## src/isx_consts.svh

```systemverilog
// Constants for the increment-skip and exclusive-OR execute block
`ifndef ISX_CONSTS_SVH
`define ISX_CONSTS_SVH
`define ISX_OPC_INC_SKIP_NZ 6'h12
`define ISX_OPC_XOR_WF 6'h06
`define ISX_INDEXED_LIMIT 8'h5F
`define ISX_ACCESS_SPLIT 8'h60
`define ISX_ACCESS_HIGH_BANK 4'hF
`define ISX_W_RESET 8'h00
`define ISX_STATUS_N_BIT 4
`define ISX_STATUS_Z_BIT 2
`endif

```

## src/isx_pkg.sv

```systemverilog
// Types for the increment-skip and exclusive-OR execute block
package isx_pkg;
    typedef enum logic [1:0] {ISX_Q1, ISX_Q2, ISX_Q3, ISX_Q4} isx_phase_t;
    typedef enum logic [1:0] {ISX_OP_NONE, ISX_OP_INC, ISX_OP_XOR} isx_op_t;
    typedef struct packed {
        logic [11:0] addr;
        logic [7:0] data;
        logic we;
    } isx_mem_t;
endpackage : isx_pkg

```

## src/isx_exec.sv

```systemverilog
// Execute unit for increment-skip-if-nonzero and exclusive-OR working with file
`include "isx_consts.svh"
`timescale 1ns/100ps
`default_nettype none
module isx_exec
    import isx_pkg::*;
#(
    parameter int DATA_W = 8,
    parameter int ADDR_W = 12
)
(
    input wire logic REF_CLK,
    input wire logic RST_N,
    input wire logic CLK_EN,
    input wire logic [15:0] INSTR,
    input wire logic INSTR_VALID,
    input wire logic EXT_SET_EN,
    input wire logic [3:0] BANK_SELECT_REGISTER,
    input wire logic [11:0] INDEX_BASE,
    input wire logic [7:0] STATUS_IN,
    input wire logic [7:0] MEM_RDATA,
    output logic [11:0] MEM_ADDR,
    output logic [7:0] MEM_WDATA,
    output logic MEM_WE,
    output logic [7:0] W_OUT,
    output logic [7:0] STATUS_OUT,
    output logic STATUS_WE,
    output logic FLUSH,
    output logic CYCLE_DONE,
    output logic HANDLED
);
    // Registered state of the execute pipeline, then the combinational decode and address signals
    isx_phase_t phase_q;
    isx_op_t op_q;
    isx_mem_t mem_q;
    logic dir_q;
    logic [7:0] w_q;
    logic [7:0] result_q;
    logic [7:0] status_q;
    logic status_we_q;
    logic flush_q;
    logic done_q;
    logic skip_pend_q;
    isx_op_t op_d;
    logic [11:0] addr_d;
    logic [7:0] f_addr;

    assign f_addr = INSTR[7:0];

    // The datapath is written for byte data and a 12-bit data space
    // Any other size would silently truncate addresses, so it is refused
    if (DATA_W != 8 || ADDR_W != 12)
    begin : g_size_check
        $error("isx_exec supports only DATA_W 8 and ADDR_W 12");
    end

    // Decode; a skip-pending cycle is forced to a no-op
    // HANDLED follows this decode combinationally and may glitch while INSTR settles
    // Consumers should only look at it on the clock edge
    always_comb
    begin
        op_d = ISX_OP_NONE;
        if (INSTR_VALID && !skip_pend_q)
        begin
            if (INSTR[15:10] == `ISX_OPC_INC_SKIP_NZ)
                op_d = ISX_OP_INC;
            else if (INSTR[15:10] == `ISX_OPC_XOR_WF)
                op_d = ISX_OP_XOR;
        end
    end

    // Effective address generation
    // Bank bit set: bank select register supplies the upper nibble
    // Bank bit clear: access bank, with the indexed window below 60h when
    // the extended set is on; the indexed sum wraps inside the data space
    always_comb
    begin
        if (INSTR[8])
            addr_d = {BANK_SELECT_REGISTER, f_addr};
        else if (EXT_SET_EN && f_addr <= `ISX_INDEXED_LIMIT)
            addr_d = INDEX_BASE + {4'h0, f_addr};
        else if (f_addr < `ISX_ACCESS_SPLIT)
            addr_d = {4'h0, f_addr};
        else
            addr_d = {`ISX_ACCESS_HIGH_BANK, f_addr};
    end

    // Four enabled edges make one instruction cycle
    // CLK_EN low freezes the count, so a stalled core resumes in the same phase
    always_ff @(posedge REF_CLK or negedge RST_N)
    begin
        if (!RST_N)
            phase_q <= ISX_Q1;
        else if (CLK_EN)
            phase_q <= isx_phase_t'(phase_q + 2'h1);
    end

    // Q1 decode, Q2 read, Q3 process, Q4 write
    always_ff @(posedge REF_CLK or negedge RST_N)
    begin
        if (!RST_N)
        begin
            op_q <= ISX_OP_NONE;
            dir_q <= 1'b0;
            mem_q <= '0;
            result_q <= 8'h00;
        end
        else if (CLK_EN)
        begin
            mem_q.we <= 1'b0;
            case (phase_q)
                ISX_Q1:
                begin
                    op_q <= op_d;
                    dir_q <= INSTR[9];
                    mem_q.addr <= addr_d;
                end
                ISX_Q2:
                begin
                    result_q <= MEM_RDATA;
                end
                ISX_Q3:
                begin
                    if (op_q == ISX_OP_INC)
                        result_q <= result_q + 8'h01;
                    else if (op_q == ISX_OP_XOR)
                        result_q <= result_q ^ w_q;
                end
                ISX_Q4:
                begin
                    mem_q.data <= result_q;
                    mem_q.we <= (op_q != ISX_OP_NONE) && dir_q;
                end
                default:
                begin
                    op_q <= ISX_OP_NONE;
                end
            endcase
        end
    end

    // W is written at Q4, so the next instruction already reads the new value
    always_ff @(posedge REF_CLK or negedge RST_N)
    begin
        if (!RST_N)
            w_q <= `ISX_W_RESET;
        else if (CLK_EN && phase_q == ISX_Q4 && op_q != ISX_OP_NONE && !dir_q)
            w_q <= result_q;
    end

    // Flags: only N and Z after XOR; increment leaves status untouched
    // STATUS_IN is taken at Q4 so bits owned by other units are passed through
    always_ff @(posedge REF_CLK or negedge RST_N)
    begin
        if (!RST_N)
        begin
            status_q <= 8'h00;
            status_we_q <= 1'b0;
        end
        else if (CLK_EN)
        begin
            status_we_q <= 1'b0;
            if (phase_q == ISX_Q4 && op_q == ISX_OP_XOR)
            begin
                status_q <= STATUS_IN;
                status_q[`ISX_STATUS_N_BIT] <= result_q[7];
                status_q[`ISX_STATUS_Z_BIT] <= (result_q == 8'h00);
                status_we_q <= 1'b1;
            end
        end
    end

    // Skip: nonzero increment flushes the prefetched word; the next slot runs as a no-op
    // Limitation: a two-word follow-on is not tracked, only one slot is dropped
    always_ff @(posedge REF_CLK or negedge RST_N)
    begin
        if (!RST_N)
        begin
            flush_q <= 1'b0;
            skip_pend_q <= 1'b0;
            done_q <= 1'b0;
        end
        else if (CLK_EN)
        begin
            flush_q <= 1'b0;
            done_q <= (phase_q == ISX_Q4);
            if (phase_q == ISX_Q4 && op_q == ISX_OP_INC && result_q != 8'h00)
            begin
                flush_q <= 1'b1;
                skip_pend_q <= 1'b1;
            end
            else if (phase_q == ISX_Q4)
                skip_pend_q <= 1'b0;
        end
    end


    // Data outputs come straight from flip-flops; only HANDLED is combinational
    assign MEM_ADDR = mem_q.addr;
    assign MEM_WDATA = mem_q.data;
    assign MEM_WE = mem_q.we;
    assign W_OUT = w_q;
    assign STATUS_OUT = status_q;
    assign STATUS_WE = status_we_q;
    assign FLUSH = flush_q;
    assign CYCLE_DONE = done_q;
    assign HANDLED = (op_d != ISX_OP_NONE);
endmodule : isx_exec
`default_nettype wire

```

## config.mk

```make
export PLATFORM = sky130hd
export DESIGN_NAME = isx_exec
export DESIGN_NICKNAME = d
export VERILOG_FILES = /design/src/isx_pkg.sv /design/src/isx_exec.sv
export VERILOG_INCLUDE_DIRS = /design/src
export SDC_FILE = /design/constraint.sdc
export NUM_CORES = 1
export LEC_CHECK = 0
export BUFFER_PORTS_ARGS = -buffer_cell sky130_fd_sc_hd__buf_2
export CORE_MARGIN = 5
export CORE_UTILIZATION = 40
export CTS_BUF_LIST = sky130_fd_sc_hd__clkbuf_2 sky130_fd_sc_hd__clkbuf_4 sky130_fd_sc_hd__clkbuf_8
export DETAILED_ROUTE_END_ITERATION = 10
export PLACE_DENSITY = 0.67
export SETUP_SLACK_MARGIN = 0.2
export SLEW_MARGIN = 20
export SYNTH_ARGS = -nofsm -noshare
export SYNTH_HDL_FRONTEND = slang
export SYNTH_SLANG_ARGS = --single-unit
```

## constraint.sdc

```tcl
create_clock -name REF_CLK -period 3.3 [get_ports REF_CLK]
set_input_delay 0 -clock REF_CLK [delete_from_list [all_inputs] [get_ports REF_CLK]]
set_output_delay 0 -clock REF_CLK [all_outputs]
set_load 0.01 [all_outputs]
```

==> results.txt, run 1 <==
Delay-heaviest family, CP = adder cells
Antenna violations before repair = 0
XOR/XNOR Fraction of Synth Area = 2.88%
Non-Filler Instances = 510
Fin Hold WS = -0.00283 ns
Clock-pin transition on the worst setup and hold timing paths = 0.10 ns
Post-CTS Setup Inserts = 0
Starting DRT DRC Count = 45
Vertical die dimension = 97.2 µm
Synth cell types = 51
Initial core utilization = 41.5%
Commonest non-fill, non-tap cells in the layout = buf_2 (91), dfrtp_1 (54), nand2_1 (34)
Leakage power = 1.97 nW
Dominant synthesized flop cell = dfrtp_1
Final #Nets = 482
Final setup violation count = 0
Crit share post-route = 63.1%
DR vias = 2516
Seq/Total Area, Yosys = 44.4%
Fmax = 0.481 GHz
Hold EP = MEM_ADDR[1]
Critical Path, Cell by Cell = inv_1, ha_1, mux2i_1, nor2b_1, buf_4, nand2b_1, o22ai_1, a21oi_1
Synth Area in Compound Gates = 17.0%
Layout cells sized above 1 = 29.2%
Fin Setup TNS = 0 ns
H-tree level count = 2
R2r endpoint = result_q[4]
Routed WL = 6.71 mm
Total CTS buffers = 5
Maximum buffer depth of the clock tree = 2
Synth Cell Area = 3040 µm²
Synth Area in Adders = 8.07%
Final Hold Fails = 1
Syn Nets = 373
Syn Inst Count = 301
Clock share of power = 18.5%
Reg2Reg Setup Slack = 1.22 ns
Largest net degree at the start of global routing = 31
Wire per inst = 13.1 µm
DR vias/cell = 4.93
Dpl cells = 482
P_sw = 907 µW
Failing checks = hold timing
Maximum fanout along the worst path = 18
Min-delay src = INSTR[1]
Drc violations = 0
Maximum vdd drop = 0.210 mV
CTS tree = built
Mux cell area share after synthesis = 11.5%
Relative slew margins = 39.7%
Internal power = 1.52 mW
Critical Path RT = 3.47 ns
I/O pins = 94
Detailed Routing Iterations Pass 1 = 4
#FFs+latches synth = 54
Outcome = finished with violations
Final Max Tran Viols = 0
Clk sinks = 54
Die area = 9440 µm²
Synth area leader = dfrtp_1
Diode count = 0
Slowest stage delay, CP = 0.57 ns
Hold crit path type = in2reg
Slowest cell on crit path = ha_1
P&R area growth vs syn = 28.1%
Fin crit period = 2.08 ns
Synthesized area per cell = 10.1 µm²
Post-DP HPWL = 5.16 mm
Simple-gate share of the synthesized area = 12.2%
Clk Latency, worst-skew pair = 0.31 ns
Die width = 97.2 µm
Routed Antenna Nets = 0
Worst EP arrival = 2.25 ns
WS Path Type = reg2reg
Overflow after GRT = 0
Ys async rst share = 100%
Crit. End Element = flip-flop
Max-Cap Viols = 0
Hold Path Stages = 3
Switch share = 37.3%
Core footprint = 7330 µm²
Most common cell after layout, fill and taps aside = buf_2
Total track usage = 14.6%
Synth top area cells = dfrtp_1 (44%), ha_1 (7.4%), mux2_1 (5.6%)
First-pass GRT wire length = 11.8 mm
Share of the synthesized area in the top cell type = 44.4%
Power share of the combinational group = 37.4%
RSZ-0062 raised after global routing = no
EDFF count, synth = 0
IO Port Bufs = 91
Synth warn = 0
CTS root buffer = clkbuf_8
FF-to-FF Start = phase_q[0]
Buf/Inv on CP = 2
Vias in the first global route = 2645
GP Congestion = 0.859
Clock Skews = 0.00399 ns
Std-Cell Rows = 31
Crit start category = flip-flop
R2R cell count = 8
Slew @ Worst Pin = 0.902 ns
Sequential share of power = 44.1%
Main combinational cell family by area after synthesis = compound AO/OA/AOI/OAI gates
PwrDens = 624 nW/µm²
## state kept, by name, indices dropped and copies added (netlist names)
name,count
STATUS_OUT,8
STATUS_WE,1
MEM_WE,1
phase_q,2
dir_q,1
MEM_ADDR,12
MEM_WDATA,8
result_q,8
FLUSH,1
op_q,2
CYCLE_DONE,1
W_OUT,8
skip_pend_q,1
## cells by family (layout without fill, tap and decap cells)
group	Yosys count	count (layout)
multiplexers	32	32
adder cells (fa/ha/maj)	19	19
buffers and inverters	29	139
XOR/XNOR	10	10
AND/OR/NAND/NOR	74	74
flip-flops	54	54
AO/OA/AOI/OAI	83	83
## Yosys cell counts (2+ instances only)
master / count
a21oi_1: 26
nor4b_1: 2
nand3_1: 5
clkbuf_1: 4
a21oi_2: 3
nand2b_1: 5
a22oi_1: 2
mux2i_1: 8
o31ai_1: 3
nor3_1: 3
nand2_1: 34
inv_1: 17
o22ai_1: 6
mux2_1: 15
xor2_1: 7
o21ai_1: 16
nand4_1: 3
xnor2_1: 3
nor2_1: 11
ha_1: 18
dfrtp_1: 54
o21ai_0: 10
a21o_1: 3
buf_2: 6
and3_1: 2
o211a_1: 2
mux2_2: 9
## stage by stage
stage | utilization [%] | hold WS, ns | total power [mW] | setup WS (ns) | cell area (µm²)
global route | 53.1 | 0.00655 | 2.64 | 0.948 | 3900
finish | 53.1 | -0.00283 | 2.43 | 1.22 | 3900
floorplan | - | -0.296 | 1.65 | 1.69 | 3040
CTS | 53.1 | 0.000231 | 2.46 | 1.19 | 3900
detailed placement | 48.9 | 0.0504 | 1.99 | 1.21 | 3580
global placement | 48.9 | 0.0461 | 1.96 | 1.26 | 3580
## power groups by stage
stage	Clock, mW	Combinational, mW	Sequential [mW]
after floorplan	0	0.540	1.11
after global placement	0	0.872	1.08
after detailed placement	0	0.907	1.08
after CTS	0.460	0.927	1.07
after global routing	0.484	1.05	1.11
final	0.449	0.910	1.07
## cell type report
type / count / area (µm²)
timing repair buffer: 113 / 671
fill: 684 / 3430
sequential: 54 / 1350
tap: 99 / 124
clock inverter: 3 / 45.0
multi-input combinational: 218 / 1570
inverter: 18 / 67.6
clock buffer: 5 / 68.8
## how the worst max path moves through the flow
| stage | startpoint | endpoint | depth (start not counted) |
|---|---|---|---|
| final | phase_q[0] | result_q[4] | 8 |
| after CTS | phase_q[0] | result_q[4] | 8 |
| after floorplan | phase_q[0] | result_q[6] | 9 |
| after global placement | phase_q[0] | result_q[4] | 8 |
| after detailed placement | phase_q[0] | result_q[4] | 8 |
| after global routing | phase_q[0] | result_q[5] | 8 |
## worst min-delay path: stages
cell     delay [ns]
buf_2          0.10
a21oi_1        0.07
o21ai_1        0.10
## metal layers
layer / part of all wire [%] / global-route usage, % / vias to the layer above
li1: - / - / 1275
met1: 45 / 18.0 / 1161
met2: 46 / 24.8 / 74
met3: 8.1 / 5.53 / 6
met4: 0.58 / 1.94 / 0
met5: 0 / 0 / -
## what timing repair did
| item | CTS | global route |
|---|---|---|
| setup endpoints to repair | 0 | 0 |
| hold buffers | 20 | 0 |
| hold endpoints to repair | 46 | 0 |
| gates resized for setup | 0 | 0 |
Note: power is estimated with default switching activity, not from simulation.
==> run 2, diff against run 1 <==
--- a/config.mk
+++ b/config.mk
@@ -11,7 +11,7 @@
 export CORE_UTILIZATION = 40
 export CTS_BUF_LIST = sky130_fd_sc_hd__clkbuf_2 sky130_fd_sc_hd__clkbuf_4 sky130_fd_sc_hd__clkbuf_8
 export DETAILED_ROUTE_END_ITERATION = 10
-export PLACE_DENSITY = 0.67
+export PLACE_DENSITY = 0.69
 export SETUP_SLACK_MARGIN = 0.2
 export SLEW_MARGIN = 20
 export SYNTH_ARGS = -nofsm -noshare
==> constraint.sdc (replaced) <==
create_clock -name REF_CLK -period 1.7 [get_ports REF_CLK]
set_input_delay 0 -clock REF_CLK [delete_from_list [all_inputs] [get_ports REF_CLK]]
set_output_delay 0 -clock REF_CLK [all_outputs]
set_load 0.01 [all_outputs]
==> run 2 against run 1 <==
The flow now finishes without violations; clock-buffer cell count is 2 higher; core utilization grew 5.3 points; sequential power up 94%; clock power grew 63%; combinational power rose to 2.6 times the previous value.
==> results.txt, run 2 (synthesized netlist as in run 1, its figures left out) <==
Outcome = complete, no violations
Overflow after GRT = 0
Crit. End Element = flip-flop
Layout cells sized above 1 = 42.3%
DR vias/cell = 5.08
Max-Cap Viols = 0
Detailed Routing Iterations Pass 1 = 4
Total track usage = 15.1%
Switch share = 38.1%
Crit share post-route = 92.6%
Fmax = 0.635 GHz
Clock Skews = 0.00985 ns
Crit start category = flip-flop
Final core utilization = 58.5%
Hold crit path type = in2reg
IO Port Bufs = 91
P&R area growth vs syn = 40.9%
Final #Nets = 506
Worst EP arrival = 1.76 ns
Dpl cells = 496
Power share of the combinational group = 45.7%
Critical Path, Cell by Cell = buf_4, ha_4, buf_4, buf_4, nor2_2, nand2_1, a21oi_4, a21oi_2
Post-DP HPWL = 5.46 mm
Non-Filler Instances = 534
Core footprint = 7330 µm²
CTS tree = built
RSZ-0062 raised after global routing = yes
FF+latch area = 1360 µm²
Area of the multi-input gates = 1750 µm²
P_sw = 1.98 mW
Drc violations = 0
Largest net degree at the start of global routing = 34
Total CTS buffers = 5
Number of fill cells = 606
WS Path Type = reg2reg
Clock-pin transition on the worst setup and hold timing paths = 0.09 ns
Initial core utilization = 41.5%
Wire per inst = 13.8 µm
Slew @ Worst Pin = 0.536 ns
Routed Antenna Nets = 0
Maximum fanout along the worst path = 6
Starting DRT DRC Count = 66
DR vias = 2714
Clock share of power = 14.1%
Internal power = 3.21 mW
Final Hold Fails = 0
Die width = 97.2 µm
Routed WL = 7.39 mm
Diode count = 0
Slowest stage delay, CP = 0.42 ns
PwrDens = 1210 nW/µm²
Die area = 9440 µm²
Maximum buffer depth of the clock tree = 2
Clk sinks = 54
Vias in the first global route = 2702
Final Max Tran Viols = 0
Vertical die dimension = 97.2 µm
Antenna violations before repair = 0
Relative slew margins = 64.3%
Slowest cell on crit path = dfrtp_1
Maximum vdd drop = 0.472 mV
Clk Latency, worst-skew pair = 0.30 ns
Leakage power = 2.12 nW
Max reg flops = 12
First-pass GRT wire length = 12.1 mm
Most common cell on crit path = buf_4
GP Congestion = 0.865
CTS root buffer = clkbuf_8
I/O pins = 94
Critical Path RT = 1.88 ns
Commonest non-fill, non-tap cells in the layout = buf_2 (92), dfrtp_1 (51), nand2_1 (33)
Final setup violation count = 0
Std-Cell Rows = 31
H-tree level count = 2
Sequential share of power = 40.2%
Fin crit period = 1.57 ns
Most common cell after layout, fill and taps aside = buf_2
run 2: changes by cell type in the layout (fill, tap and decap cells not counted), moves of 5 or more:
| cell | change |
|---|---|
| ha_4 | +5 |
| a21oi_1 | -7 |
| a21oi_2 | +5 |
| inv_2 | +6 |
| ha_1 | -7 |
| inv_1 | -6 |
| buf_4 | +20 |
run 2: through the flow:
step | instance area, µm² | hold WS, ns | worst slack, ns | TNS (ns) | power (mW)
4_1_cts | 4110 | 0.000233 | 0.164 | 0 | 4.96
3_3_place_gp | 3720 | 0.00201 | 0.0464 | 0 | 3.91
2_1_floorplan | 3060 | -0.296 | 0.161 | 0 | 3.24
3_5_place_dp | 3720 | 0.0103 | -0.00295 | -0.00295 | 3.98
6_report | 4290 | 0.00271 | 0.126 | 0 | 5.19
5_1_grt | 4290 | 0.00171 | 0.0483 | 0 | 5.60
run 2: cell type report:
type	count	area share, %
multi-input cells	218	40.9
flip-flops and latches	54	31.6
repair buffers	137	20.8
well taps	99	2.89
clock buffers	7	2.10
inverters	18	1.58
clock inverters	1	0.117
run 2: power by group through the flow:
stage	clock [mW]	sequential (mW)	combinational, mW
6_report	0.733	2.08	2.37
5_1_grt	0.818	2.15	2.63
4_1_cts	0.764	2.06	2.13
3_5_place_dp	0	2.08	1.91
3_3_place_gp	0	2.07	1.84
2_1_floorplan	0	2.16	1.08
run 2: metal layers:
layer  global-route usage [%]  vias up  share of wire, %
li1                         -     1338                 -
met5                        0        -                 0
met2                     26.0      101                49
met3                     4.52       11               7.3
met4                     2.70        0               1.3
met1                     18.8     1264                42
run 2: worst paths after layout:
path                           endpoint  depth (start not counted)  slack [ns]         start
max in group asynchronous    phase_q[1]                          3        0.93         RST_N
setup reg to reg            result_q[0]                          8        0.13       op_q[0]
min in group asynchronous  MEM_WDATA[5]                          2        0.20         RST_N
setup / recovery            result_q[0]                          8        0.13       op_q[0]
hold reg to reg             MEM_ADDR[1]                          2        0.48   MEM_ADDR[1]
hold / removal              result_q[3]                          3       0.003  MEM_RDATA[3]
run 2: repair_timing:
action,CTS,global route
cloned,0,1
endpoints found under the setup margin,17,24
endpoints found under the hold margin,36,1
gates resized for setup,20,28
hold buffers,15,1
setup buffers,8,5
pin swaps,3,8
run 2: critical path, delay by kind of cell, from the launching register on:
kind                     cells  cell delay, ns
buffers and inverters        3            0.42
flip-flops                   1            0.42
AND/OR/NAND/NOR              2            0.24
AO/OA/AOI/OAI                2            0.20
adder cells (fa/ha/maj)      1            0.18
==> run 3, diff against run 2 <==
--- a/config.mk
+++ b/config.mk
@@ -8,10 +8,11 @@
 export LEC_CHECK = 0
 export BUFFER_PORTS_ARGS = -buffer_cell sky130_fd_sc_hd__buf_2
 export CORE_MARGIN = 5
-export CORE_UTILIZATION = 40
+export CORE_UTILIZATION = 35
 export CTS_BUF_LIST = sky130_fd_sc_hd__clkbuf_2 sky130_fd_sc_hd__clkbuf_4 sky130_fd_sc_hd__clkbuf_8
 export DETAILED_ROUTE_END_ITERATION = 10
-export PLACE_DENSITY = 0.69
+export PLACE_DENSITY = 0.62
+export RECOVER_POWER = 25
 export SETUP_SLACK_MARGIN = 0.2
 export SLEW_MARGIN = 20
 export SYNTH_ARGS = -nofsm -noshare
==> run 3 against run 2 <==
Clock power rose by 11%; critical path depth fell by 1; sequential share of layout area rose by 0.22 points; highest routed layer unchanged.
==> results.txt, run 3 (synthesized netlist as in run 1, its figures left out) <==
Final core utilization = 49.4%
Delay-heaviest family, CP = flip-flops
PwrDens = 1200 nW/µm²
Final Max Tran Viols = 0
PnR worst setup slack = 0.135 ns
Crit start category = flip-flop
WL met2 = 3.77 mm
Routed WL = 7.51 mm
Sequential share of power = 39.6%
IO Port Bufs = 91
Hold EP = result_q[2]
Total power = 5.08 mW
Slowest cell on crit path = dfrtp_1
Post-DP HPWL = 5.61 mm
Drc violations = 0
Power share of the combinational group = 44.4%
Critical Path RT = 1.89 ns
Fin Setup TNS = 0 ns
Most common cell after layout, fill and taps aside = buf_2
Final Hold Fails = 0
Clk Latency, worst-skew pair = 0.30 ns
H-tree level count = 2
DR vias/cell = 4.91
Core footprint = 8590 µm²
DR vias = 2698
Maximum buffer depth of the clock tree = 2
Fin Hold WS = 0.00883 ns
Max reg flops = 12
FF+latch area = 1350 µm²
Metal3 WL = 603 µm
Maximum vdd drop = 0.502 mV
Relative slew margins = 31.2%
Vertical die dimension = 103 µm
Max-Cap Viols = 0
First-pass GRT wire length = 12.1 mm
Hold Path Stages = 3
Starting DRT DRC Count = 49
Std-Cell Rows = 34
Wire per inst = 13.7 µm
P&R area growth vs syn = 39.7%
Maximum fanout along the worst path = 8
Vias in the first global route = 2623
FF-to-FF Start = op_q[0]
Total CTS buffers = 5
Crit share post-route = 92.1%
Final Cell Area = 4250 µm²
Slowest stage delay, CP = 0.44 ns
Layout cells sized above 1 = 38.7%
CTS root buffer = clkbuf_8
Leakage power = 2.14 nW
R2R cell count = 7
Antenna violations before repair = 0
P_sw = 1.87 mW
DP Area = 3740 µm²
DR top layer = met4
Outcome = complete, no violations
Commonest non-fill, non-tap cells in the layout = buf_2 (91), dfrtp_1 (53), nand2_1 (33)
Detailed Routing Iterations Pass 1 = 4
Area of the multi-input gates = 1660 µm²
CTS tree = built
Clock share of power = 15.9%
Dpl cells = 508
WS Path Type = reg2reg
Final setup violation count = 0
Number of fill cells = 798
Clock-pin transition on the worst setup and hold timing paths = 0.10 ns
Die width = 103 µm
Die area = 10700 µm²
Overflow after GRT = 0
R2r endpoint = result_q[7]
Reg2Reg Setup Slack = 0.14 ns
Routed Antenna Nets = 0
Switch share = 36.8%
Buf/Inv on CP = 1
Final #Nets = 513
I/O pins = 94
Place WS = -0.0285 ns
Clock Skews = 0.0103 ns
Largest net degree at the start of global routing = 24
GP Congestion = 0.822
Diode count = 0
Wl on met1 = 3.08 mm
Min-delay src = MEM_RDATA[2]
Fin crit period = 1.56 ns
Internal power = 3.21 mW
Worst EP arrival = 1.76 ns
Initial core utilization = 35.4%
Hold crit path type = in2reg
Total track usage = 14.2%
Non-Filler Instances = 550
Critical Path, Cell by Cell = buf_6, ha_4, nand4_1, nor2_2, a32oi_1, mux2i_1, a21oi_1
Crit. End Element = flip-flop
Fmax = 0.639 GHz
Clk sinks = 54
RSZ-0062 raised after global routing = yes
Slew @ Worst Pin = 1.03 ns
run 3: changes by cell type in the layout (fill, tap and decap cells not counted), moves of 3 or more:
cell	previous run	this run
buf_4	22	29
a21oi_2	8	4
dlygate4sd3_1	16	20
a21oi_1	19	25
inv_1	11	14
inv_2	7	4
run 3: worst max-delay path by stage:
stage	end	depth (start not counted)	slack, ns	from
floorplan	result_q[6]	9	0.16	phase_q[0]
global placement	MEM_ADDR[10]	10	0.02	INSTR[0]
detailed placement	MEM_ADDR[10]	10	-0.03	INSTR[0]
CTS	result_q[6]	8	0.16	phase_q[0]
global route	result_q[7]	7	0.03	op_q[0]
finish	result_q[7]	7	0.14	op_q[0]
run 3: worst register-to-register path, cell delays in order (launching register included):
cell and delay, ns:
dfrtp_1 0.44, buf_6 0.14, ha_4 0.18, nand4_1 0.11, nor2_2 0.05, a32oi_1 0.22, mux2i_1 0.22, a21oi_1 0.09
run 3: layer usage:
metal	vias to the layer above	track usage [%]
met5	-	0
met4	0	2.39
met3	5	3.35
met2	95	26.4
met1	1252	16.8
li1	1346	-
run 3: layout make-up:
type / count / share of cell area (%)
repair buffers: 144 / 21.6
flip-flops and latches: 54 / 31.8
well taps: 108 / 3.18
multi-input cells: 218 / 39.1
clock buffers: 8 / 2.59
inverters: 18 / 1.59
run 3: repair_timing:
item / in CTS / in global routing
hold buffers: 20 / 0
resized for setup: 14 / 8
buffers inserted: 10 / 3
pin swaps: 4 / 4
endpoints found under the setup margin: 18 / 35
cloned: 1 / 0
endpoints found under the hold margin: 58 / 0
run 3: power groups by stage:
stage	clock network, mW	registers [mW]	logic (mW)
final	0.810	2.02	2.26
after global routing	0.909	2.07	2.53
after CTS	0.855	2.01	2.19
after detailed placement	0	2.03	2.03
after global placement	0	2.02	1.98
after floorplan	0	2.16	1.08
